[src/core/mcas_defines.svh]
// Functional notes
// RULE1: Output word is sixteen points: twelve data bits plus four channel bits.
// RULE2: Channel count is one plus the installed jumper weights 8, 4, 2, 1.
// RULE3: Channels past the selected count are never converted nor reported.
// RULE4: Each channel gets a two millisecond conversion slot before moving on.
// RULE5: Results are twelve-bit unsigned, 4096 steps, one count per LSB.
// RULE6: Two range selects: one for channels 1-8, one for channels 9-16.
// RULE7: The two bank range selects act independently of each other.
// RULE8: Default is zero-based range on both banks and all sixteen channels.
// RULE9: Controller may pull up to sixteen readings in one scan by sampling repeatedly.
// RULE10: Word advances one channel per controller read, ascending order.
// RULE11: After the last enabled channel the sequence wraps to channel one.
// RULE12: Channel field holds channel number minus one, 0000 to 1111.
// RULE13: Data bits hold straight binary, zero to 4095 at full scale.
`ifndef MCAS_DEFINES_SVH
`define MCAS_DEFINES_SVH
// ----------------------------------------
// Timing
// ----------------------------------------
`define MCAS_CLK_MHZ 125
`define MCAS_CONV_TIME_US 2000
`define MCAS_CONV_CYCLES (`MCAS_CONV_TIME_US * `MCAS_CLK_MHZ)
`define MCAS_TMR_W 18
`define MCAS_SYNC_CYCLES 2'h2
// ----------------------------------------
// Reset values and sizes
// ----------------------------------------
`define MCAS_JMP_RESET 4'hF
`define MCAS_RANGE_RESET 1'h0
`define MCAS_CHAN_FIRST 4'h0
`define MCAS_BANK_BIT 3
`define MCAS_FIFO_DEPTH 16
`define MCAS_WORD_W 16
`endif

[src/core/mcas_pkg.sv]
package mcas_pkg;
   typedef struct packed
   {
      logic [3:0] chan;
      logic [11:0] data;
   } mcas_word_t;

   typedef enum logic [1:0]
   {
      MCAS_IDLE = 2'b00,
      MCAS_CONV = 2'b01,
      MCAS_PUSH = 2'b10
   } mcas_state_t;
endpackage : mcas_pkg

[src/core/mcas_scan_top.sv]
`timescale 1ns/100ps
`include "mcas_defines.svh"

// ----------------------------------------
// Word buffer between sequencer and controller
// ----------------------------------------
module mcas_fifo
#(
   parameter int WIDTH = 16,
   parameter int DEPTH = 16,
   parameter int AW = $clog2(DEPTH)
)
(
   input wire logic clock,
   input wire logic rst_b,
   input wire logic in_valid,
   output logic in_ready,
   input wire logic [WIDTH-1:0] in_data,
   output logic out_valid,
   input wire logic out_ready,
   output logic [WIDTH-1:0] out_data
);
   logic [WIDTH-1:0] mem_q [DEPTH];
   logic [AW:0] wr_q, wr_d, rd_q, rd_d;
   logic push, pop;

   assign in_ready = (wr_q[AW] == rd_q[AW]) || (wr_q[AW-1:0] != rd_q[AW-1:0]);
   assign out_valid = (wr_q != rd_q);
   assign out_data = mem_q[rd_q[AW-1:0]];
   assign push = in_valid && in_ready;
   assign pop = out_valid && out_ready;

   always_comb
   begin
      wr_d = push ? wr_q + 1'h1 : wr_q;
      rd_d = pop ? rd_q + 1'h1 : rd_q;
   end

   always_ff @(posedge clock or negedge rst_b)
   begin
      if (!rst_b)
      begin
         wr_q <= '0;
         rd_q <= '0;
      end
      else
      begin
         wr_q <= wr_d;
         rd_q <= rd_d;
      end
   end

   always_ff @(posedge clock)
   begin
      if (push)
      begin
         mem_q[wr_q[AW-1:0]] <= in_data;
      end
   end
endmodule : mcas_fifo

// ----------------------------------------
// Channel scan sequencer and input word
// ----------------------------------------
module mcas_scan_top
#(
   parameter logic [`MCAS_TMR_W-1:0] CONV_CYCLES = `MCAS_TMR_W'(`MCAS_CONV_CYCLES)
)
(
   input wire logic clock,
   input wire logic rst_b,
   input wire logic [3:0] chan_jumpers,
   input wire logic range_lo_bank,
   input wire logic range_hi_bank,
   output logic adc_start,
   output logic [3:0] adc_chan,
   output logic adc_range,
   input wire logic [11:0] adc_data,
   input wire logic word_read,
   output logic word_ready,
   output logic [15:0] in_word
);
   mcas_pkg::mcas_state_t state_q, state_d;
   logic [3:0] jmp_m_q, jmp_q;
   logic [1:0] rng_m_q, rng_q;
   logic [3:0] chan_q, chan_d;
   logic [`MCAS_TMR_W-1:0] tmr_q, tmr_d;
   logic [11:0] sample_q, sample_d;
   logic start_q, start_d, range_q, range_d;
   logic [1:0] settle_q, settle_d;
   mcas_pkg::mcas_word_t word_q, word_d, push_word, pop_word;
   logic push_valid, push_ready, pop_valid, pop_ready, accept;

   // ----------------------------------------
   // Jumper and range synchronisers
   // ----------------------------------------
   always_ff @(posedge clock or negedge rst_b)
   begin
      if (!rst_b)
      begin
         jmp_m_q <= `MCAS_JMP_RESET; // RULE8
         jmp_q <= `MCAS_JMP_RESET; // RULE8
         rng_m_q <= {2{`MCAS_RANGE_RESET}}; // RULE8
         rng_q <= {2{`MCAS_RANGE_RESET}}; // RULE8
      end
      else
      begin
         jmp_m_q <= chan_jumpers;
         jmp_q <= jmp_m_q;
         rng_m_q <= {range_hi_bank, range_lo_bank};
         rng_q <= rng_m_q;
      end
   end

   // ----------------------------------------
   // Sequencer
   // ----------------------------------------
   // Last enabled index equals jumper sum: count is sum plus one
   assign push_word = '{chan: chan_q, data: sample_q}; // RULE12 RULE13
   assign push_valid = (state_q == mcas_pkg::MCAS_PUSH) && (chan_q <= jmp_q); // RULE3
   assign accept = (state_q == mcas_pkg::MCAS_PUSH) && (push_ready || chan_q > jmp_q);

   always_comb
   begin
      state_d = state_q;
      chan_d = chan_q;
      tmr_d = tmr_q;
      sample_d = sample_q;
      start_d = 1'h0;
      range_d = range_q;
      settle_d = (settle_q == `MCAS_SYNC_CYCLES) ? settle_q : settle_q + 2'h1;
      unique case (state_q)
         mcas_pkg::MCAS_IDLE:
         begin
            if (chan_q > jmp_q)
            begin
               chan_d = `MCAS_CHAN_FIRST; // RULE3
            end
            // No start until the synchronisers carry the real range pins
            else if (settle_q == `MCAS_SYNC_CYCLES) // RULE6
            begin
               start_d = 1'h1;
               range_d = rng_q[chan_q[`MCAS_BANK_BIT]]; // RULE6 RULE7
               tmr_d = CONV_CYCLES - 1'h1; // RULE4
               state_d = mcas_pkg::MCAS_CONV;
            end
         end
         mcas_pkg::MCAS_CONV:
         begin
            if (tmr_q == '0)
            begin
               sample_d = adc_data; // RULE5
               state_d = mcas_pkg::MCAS_PUSH;
            end
            else
            begin
               tmr_d = tmr_q - 1'h1; // RULE4
            end
         end
         mcas_pkg::MCAS_PUSH:
         begin
            if (accept)
            begin
               chan_d = (chan_q >= jmp_q) ? `MCAS_CHAN_FIRST : chan_q + 1'h1; // RULE2 RULE11
               state_d = mcas_pkg::MCAS_IDLE;
            end
         end
         default:
         begin
            state_d = mcas_pkg::MCAS_IDLE;
         end
      endcase
   end

   always_ff @(posedge clock or negedge rst_b)
   begin
      if (!rst_b)
      begin
         state_q <= mcas_pkg::MCAS_IDLE;
         chan_q <= `MCAS_CHAN_FIRST;
         tmr_q <= '0;
         sample_q <= '0;
         start_q <= 1'h0;
         range_q <= `MCAS_RANGE_RESET;
         settle_q <= 2'h0;
      end
      else
      begin
         state_q <= state_d;
         chan_q <= chan_d;
         tmr_q <= tmr_d;
         sample_q <= sample_d;
         start_q <= start_d;
         range_q <= range_d;
         settle_q <= settle_d;
      end
   end

   assign adc_start = start_q;
   assign adc_chan = chan_q;
   assign adc_range = range_q;

   mcas_fifo
   #(
      .WIDTH(`MCAS_WORD_W),
      .DEPTH(`MCAS_FIFO_DEPTH)
   )
   u_fifo
   (
      .clock(clock),
      .rst_b(rst_b),
      .in_valid(push_valid),
      .in_ready(push_ready),
      .in_data(push_word),
      .out_valid(pop_valid),
      .out_ready(pop_ready),
      .out_data(pop_word)
   );

   // ----------------------------------------
   // Controller input word
   // ----------------------------------------
   assign pop_ready = word_read; // RULE9
   assign word_ready = pop_valid;

   always_comb
   begin
      word_d = (word_read && pop_valid) ? pop_word : word_q; // RULE10
   end

   always_ff @(posedge clock or negedge rst_b)
   begin
      if (!rst_b)
      begin
         word_q <= '0;
      end
      else
      begin
         word_q <= word_d;
      end
   end

   assign in_word = word_q; // RULE1
endmodule : mcas_scan_top

[config.mk]
export PLATFORM = sky130hd
export DESIGN_NAME = mcas_scan_top
export DESIGN_NICKNAME = d
export VERILOG_FILES = /design/src/core/mcas_pkg.sv /design/src/core/mcas_scan_top.sv
export VERILOG_INCLUDE_DIRS = /design/src /design/src/core
export SDC_FILE = /design/constraint.sdc
export NUM_CORES = 1
export LEC_CHECK = 0
export BUFFER_PORTS_ARGS = -buffer_cell sky130_fd_sc_hd__buf_4
export CAP_MARGIN = 20
export CORE_UTILIZATION = 35
export DETAILED_ROUTE_END_ITERATION = 6
export GPL_ROUTABILITY_DRIVEN = 0
export PLACE_DENSITY_LB_ADDON = 0.08
export SLEW_MARGIN = 20
export SYNTH_ARGS = -nofsm -noshare
export SYNTH_HDL_FRONTEND = slang
export SYNTH_SLANG_ARGS = --single-unit
[constraint.sdc]
create_clock -name clock -period 3.9 [get_ports clock]
set_clock_uncertainty 0.1 [all_clocks]
set_input_delay 0.78 -clock clock [delete_from_list [all_inputs] [get_ports clock]]
set_output_delay 0.78 -clock clock [all_outputs]
set_load 0.01 [all_outputs]
==> results of run 1 <==
layer usage:
metal,track usage [%],up-vias
met5,0,-
met2,26.2,115
li1,-,2988
met1,22.7,3518
met4,4.79,0
met3,2.91,48
layout make-up:
class	count	area, sq um	area share (%)
Sequential cell	334	9660	61.4
Multi-Input combinational cell	328	3480	22.1
Clock buffer	56	1100	7.00
Timing Repair Buffer	81	646	4.11
Tap cell	511	639	4.07
Clock inverter	14	150	0.955
Inverter	14	52.6	0.334
flip-flops by register name, indices dropped and copies added, names as in the netlist, 4 cells and up:
name,count
u_fifo.mem_q,256
tmr_q,18
in_word,16
sample_q,12
u_fifo.rd_q,5
u_fifo.wr_q,5
adc_chan,4
jmp_m_q,4
jmp_q,4
kinds of logic after synthesis:
family / Yosys count
buf+inv: 48
simple gates: 110
xor+xnor: 28
compound gates: 65
mux: 113
fa+ha+maj: 12
flops: 334
cells in the final DEF, fill, tap and decap left out, types with 11 or more instances in the layout:
master	instances
nor2_1	13
clkbuf_16	39
ha_1	12
mux2_2	21
and2_1	12
clkbuf_1	11
edfxtp_1	256
nand2_1	18
dfrtp_1	67
buf_4	78
xor2_1	18
mux4_2	64
inv_1	13
a21oi_1	21
a211oi_1	16
nor2b_1	19
mux2i_1	19
Yosys cell counts, drive strengths merged (16+ instances only):
master	n	share of area, %
xor2	18	1.2
nor2b	19	0.89
mux2i	19	1.4
edfxtp	256	58
mux2	30	2.8
mux4	64	11
nand2	18	0.51
a211oi	16	0.90
clkbuf	23	0.65
a21oi	21	0.79
dfrtp	70	13
report_power, final:
part           internal, mW  switching [mW]
sequential             3.97           0.198
combinational         0.727           0.886
clock                  2.16            1.39
worst max-delay path, delay by kind of cell (launching register included):
| kind | cells | cell delay [ns] |
|---|---|---|
| AOI/OAI and AO/OA | 2 | 0.72 |
| DFF | 1 | 0.51 |
| adders and majority gates | 1 | 0.30 |
| buffers and inverters | 2 | 0.24 |
| and+or+nand+nor | 3 | 0.89 |
path summary, 6_finish.rpt:
check / from / to / cells past startpoint
worst max register to register: jmp_q[1] / u_fifo.mem_q[6][9] / 8
min in group clock: rng_m_q[0] / rng_q[0] / 0
max in group asynchronous: rst_b / in_word[5] / 2
worst max-delay path: jmp_q[1] / u_fifo.mem_q[6][9] / 8
worst min-delay path: rst_b / in_word[14] / 1
worst min register to register: rng_m_q[0] / rng_q[0] / 0
==> metrics.csv, run 1 <==
metric,value,unit
outcome,completed,
TritonRoute pass-1 iters,4,
crit path launch type,register,
Post-synth ARST share,23.4,%
Max Slew Vio Count,0,
critical path capture point type,register,
Synth-to-Final Area Change,18.1,%
Die Ht,197,um
Tcrit/Tclk final,78.6,%
Post-Place Setup Slack,0.798,ns
kind of critical path,register to register,
Nets,831,
largest family of logic cells by synthesized area,multiplexers,
post-route cell area,0.0157,sq mm
Tmin final,3.07,ns
synth unique cells,50,
die width,197,um
DRT met1 WL,13800,um
fin util,41.8,%
Root Driver,clkbuf_16,
total power,9.33,mW
Ys Warns,0,
io pins,44,
CTS sink cnt,334,
Hold Path Class,primary input to async pin,
xor-xnor portion of the synthesized cell area,1.84,%
first-pass GRT wire length,46500,um
hpwl dp,18500,um
met3 WL,1320,um
Post-CTS Setup Bufs,0,
setup TNS,0,ns
Tot GR Track Use,16.3,%
fmax,326,MHz
pwr/cell area,593,mW/mm^2
port bufs,43,
compound-gate portion of the synthesized area,3.13,%
critical path required time,4.03,ns
maximum fanout along the worst path,10,
final WL,30100,um
Fillers,3336,
H-tree depth,2,
routed wire length per instance,22.5,um
Die Area,0.0388,sq mm
TritonCTS clock tree,yes,
total CTS buffers,39,
pin count of the biggest net entering global routing,68,
final non-filler cell total,1338,
"EDFF count, synth",256,
vias,6669,
Cells after Synth,710,
mux share of post-synthesis cell area,15.1,%
critical path's largest stage delay,0.51,ns
grt ovf,0,
First DRT Iteration DRCs,385,
DP Area,0.0145,sq mm
placed insts,1268,
final setup fails,0,
uppermost layer routed,met4,
drc violations,0,
"Reg clk slew, reported paths",0.06,ns
Simple-Gate Fraction of Synth Area,4.71,%
reg2reg setup slack,0.83,ns
cells resized by post-CTS repair,0,
vias in the first global route,7339,
WHS,0.132,ns
Worst-Margin Slew,1.04,ns
Max IR drop VDD,0.000314,V
initial antenna violation count,0,
n_diodes,0,
Post-DRT Antenna Nets,0,
Rows,71,
PnR worst setup slack,0.833,ns
Max clock buf depth,3,
CP arrival,3.20,ns
Crit-path slowest cell,dfstp_2,
Starting Density,35.4,%
Leak Pwr,5.82,nW
"Cell Area, Synth",0.0133,sq mm
#FFs+latches synth,334,
CORE AREA,0.0376,sq mm
vias per inst,4.98,
CP cell instances,"inv_1, ha_1, nor2b_1, o211a_1, a221o_1, nor3_1, and2_1, buf_12",
slew margin rel.,30.8,%
RSZ-0062 raised after global routing,false,
clk_lat worst skew,0.53,ns
Max Cap Viol,0,
Fin. Hold Viols,0,
"Seq/Total Area, Yosys",72.5,%
Syn Area/Cell,18.7,sq um
syn_nets,743,
Main synth FF type,edfxtp_1,
share of layout cells above drive strength 1,30.5,%
metal2 WL,14300,um
CTS Hold Buffers Added,0,
adder-cell share of the synthesized area,1.13,%
Note: power is estimated with default switching activity, not from simulation.
==> run 2: changes to the inputs <==
==> constraint.sdc (replaced) <==
create_clock -name clock -period 2.9 [get_ports clock]
set_clock_uncertainty 0.1 [all_clocks]
set_input_delay 0.58 -clock clock [delete_from_list [all_inputs] [get_ports clock]]
set_output_delay 0.58 -clock clock [all_outputs]
set_load 0.01 [all_outputs]
==> run 2 against run 1 <==
  * Largest power group unchanged
  * Count of clock-buffer cells in the layout is 1 lower
  * Design area increased by 1.8%
  * Sequential power up 32%
  * Power grew 34%
  * Sequential cell count is the same
  * Utilization grew 0.74 points
  * Worst setup slack worse by 0.81 ns
  * First-iteration DRC count did not move
  * Critical path depth increased by 1
==> metrics.csv, run 2 (synthesized netlist as in run 1, its figures left out) <==
metric,value,unit,change
Max Cap Viol,0,,unchanged
placed insts,1280,,+0.95%
Root Driver,clkbuf_16,,
Synth-to-Final Area Change,20.2,%,
"commonest cells after routing, fill and taps aside","edfxtp_1 (256), buf_4 (75), mux4_2 (64)",,
Post-DRT Antenna Nets,0,,unchanged
WHS Path Cells,1,,
Leak Pwr,5.92,nW,+1.6%
initial antenna violation count,0,,unchanged
"commonest non-fill, non-tap cell in the layout",edfxtp_1,,
routed wire length per instance,21.5,um,-4.3%
Die Ht,197,um,unchanged
H-tree depth,2,,unchanged
pwr/cell area,778,mW/mm^2,+31%
n_diodes,0,,unchanged
Worst-Margin Slew,0.767,ns,-0.271 ns
slew margin rel.,48.9,%,+18 points
Tmin final,2.87,ns,-0.194 ns
reg2reg path depth,9,,+1
CP arrival,3.00,ns,-0.20 ns
total CTS buffers,37,,-5.1%
share of layout cells above drive strength 1,31.6,%,+1.1 points
critical path required time,3.03,ns,-1.00 ns
crit path launch type,register,,
Tot GR Track Use,15.5,%,-0.85 points
PnR worst setup slack,0.0266,ns,-0.806 ns
Nets,844,,+1.6%
critical path capture point type,register,,
kind of critical path,register to register,,
First DRT Iteration DRCs,385,,unchanged
Rows,71,,unchanged
reg2reg setup slack,0.03,ns,-0.81 ns
first-pass GRT wire length,44700,um,-3.9%
vias per inst,4.98,,-0.13%
Tcrit/Tclk final,99.1,%,+20 points
Max Slew Vio Count,0,,unchanged
"Reg clk slew, reported paths",0.06,ns,about the same
clk_lat worst skew,0.52,ns,about the same
outcome,completed,,
hpwl dp,18400,um,-0.94%
port bufs,43,,unchanged
setup TNS,0,ns,unchanged
final setup fails,0,,unchanged
final WL,29100,um,-3.4%
TritonRoute pass-1 iters,6,,+2
DP Area,0.0148,sq mm,+2.1%
grt ovf,0,,unchanged
vias in the first global route,7249,,-1.2%
vias,6720,,+0.76%
CORE AREA,0.0376,sq mm,unchanged
Largest register FFs,256,,unchanged
Starting Density,35.4,%,unchanged
RSZ-0062 raised after global routing,true,,
Max clock buf depth,3,,unchanged
fmax,348,MHz,+6.7%
io pins,44,,unchanged
TritonCTS clock tree,yes,,
pin count of the biggest net entering global routing,79,,+16%
Fin. Hold Viols,0,,unchanged
post-route cell area,0.0160,sq mm,+1.8%
drc violations,0,,unchanged
WHS Endpoint,jmp_m_q[3],,
final non-filler cell total,1350,,+0.90%
CTS sink cnt,334,,unchanged
Post-Place Setup Slack,0.0675,ns,-0.730 ns
Die Area,0.0388,sq mm,unchanged
Max IR drop VDD,0.000486,V,+55%
die width,197,um,unchanged
worst reg2reg endpoint,u_fifo.mem_q[11][13],,
r2r startpoint,jmp_q[1],,
Hold Path Class,primary input to register,,
min-delay src,chan_jumpers[3],,
Fillers,3300,,-1.1%
maximum fanout along the worst path,8,,-2
==> run 2: critical path, stage by stage, from the launching register on <==
cell	delay, ns
dfstp_2	0.52
inv_1	0.04
ha_1	0.31
nand4_1	0.16
a21bo_2	0.26
a221o_2	0.39
buf_6	0.19
nor4_4	0.28
buf_6	0.16
clkbuf_16	0.16
==> run 2: what timing repair did <==
action                                 CTS  global route
setup buffers                            0             1
hold buffers                             1             0
resized for setup                        0             3
endpoints found under the hold margin    3             0
setup endpoints to repair                0           144
==> run 2: per-layer routing <==
metal / vias to the layer above / GRT usage (%) / part of all wire, %
met1: 3546 / 22.3 / 48
met3: 42 / 2.70 / 3.4
met5: - / 0 / 0
met4: 0 / 4.28 / 1.8
met2: 104 / 24.1 / 47
li1: 3028 / - / -
==> run 2: area by class of cell <==
cell class              instances  area [sq um]  share of cell area (%)
clock buffers                  55          1030                    6.47
clock inverters                12           143                   0.892
multi-input cells             328          3510                    21.9
repair buffers                 96           961                    6.01
flip-flops and latches        334          9660                    60.4
well taps                     511           639                    4.00
inverters                      14          52.6                   0.328
==> run 2: through the flow <==
stage	hold slack (ns)	utilization [%]	power, mW
floorplan	0.184	-	7.16
global placement	0.233	39.3	8.03
detailed placement	0.236	39.3	8.05
CTS	0.0342	42.5	12.7
global route	0.0355	42.6	13.0
finish	0.0625	42.6	12.5
==> run 2: report_power, final <==
| group | internal (mW) | switching [mW] |
|---|---|---|
| Sequential | 5.34 | 0.183 |
| Clock | 2.74 | 1.82 |
| Combinational | 1.07 | 1.30 |
==> run 2: worst max-delay path by stage <==
stage,end,depth (start not counted),slack [ns],start
floorplan,u_fifo.mem_q[11][0],6,0.002,adc_chan[1]
global placement,u_fifo.mem_q[11][6],8,0.10,jmp_q[3]
detailed placement,u_fifo.mem_q[11][6],8,0.07,jmp_q[3]
CTS,u_fifo.mem_q[11][10],8,0.05,jmp_q[3]
global route,u_fifo.mem_q[11][13],9,-0.04,jmp_q[3]
finish,u_fifo.mem_q[11][13],9,0.03,jmp_q[1]
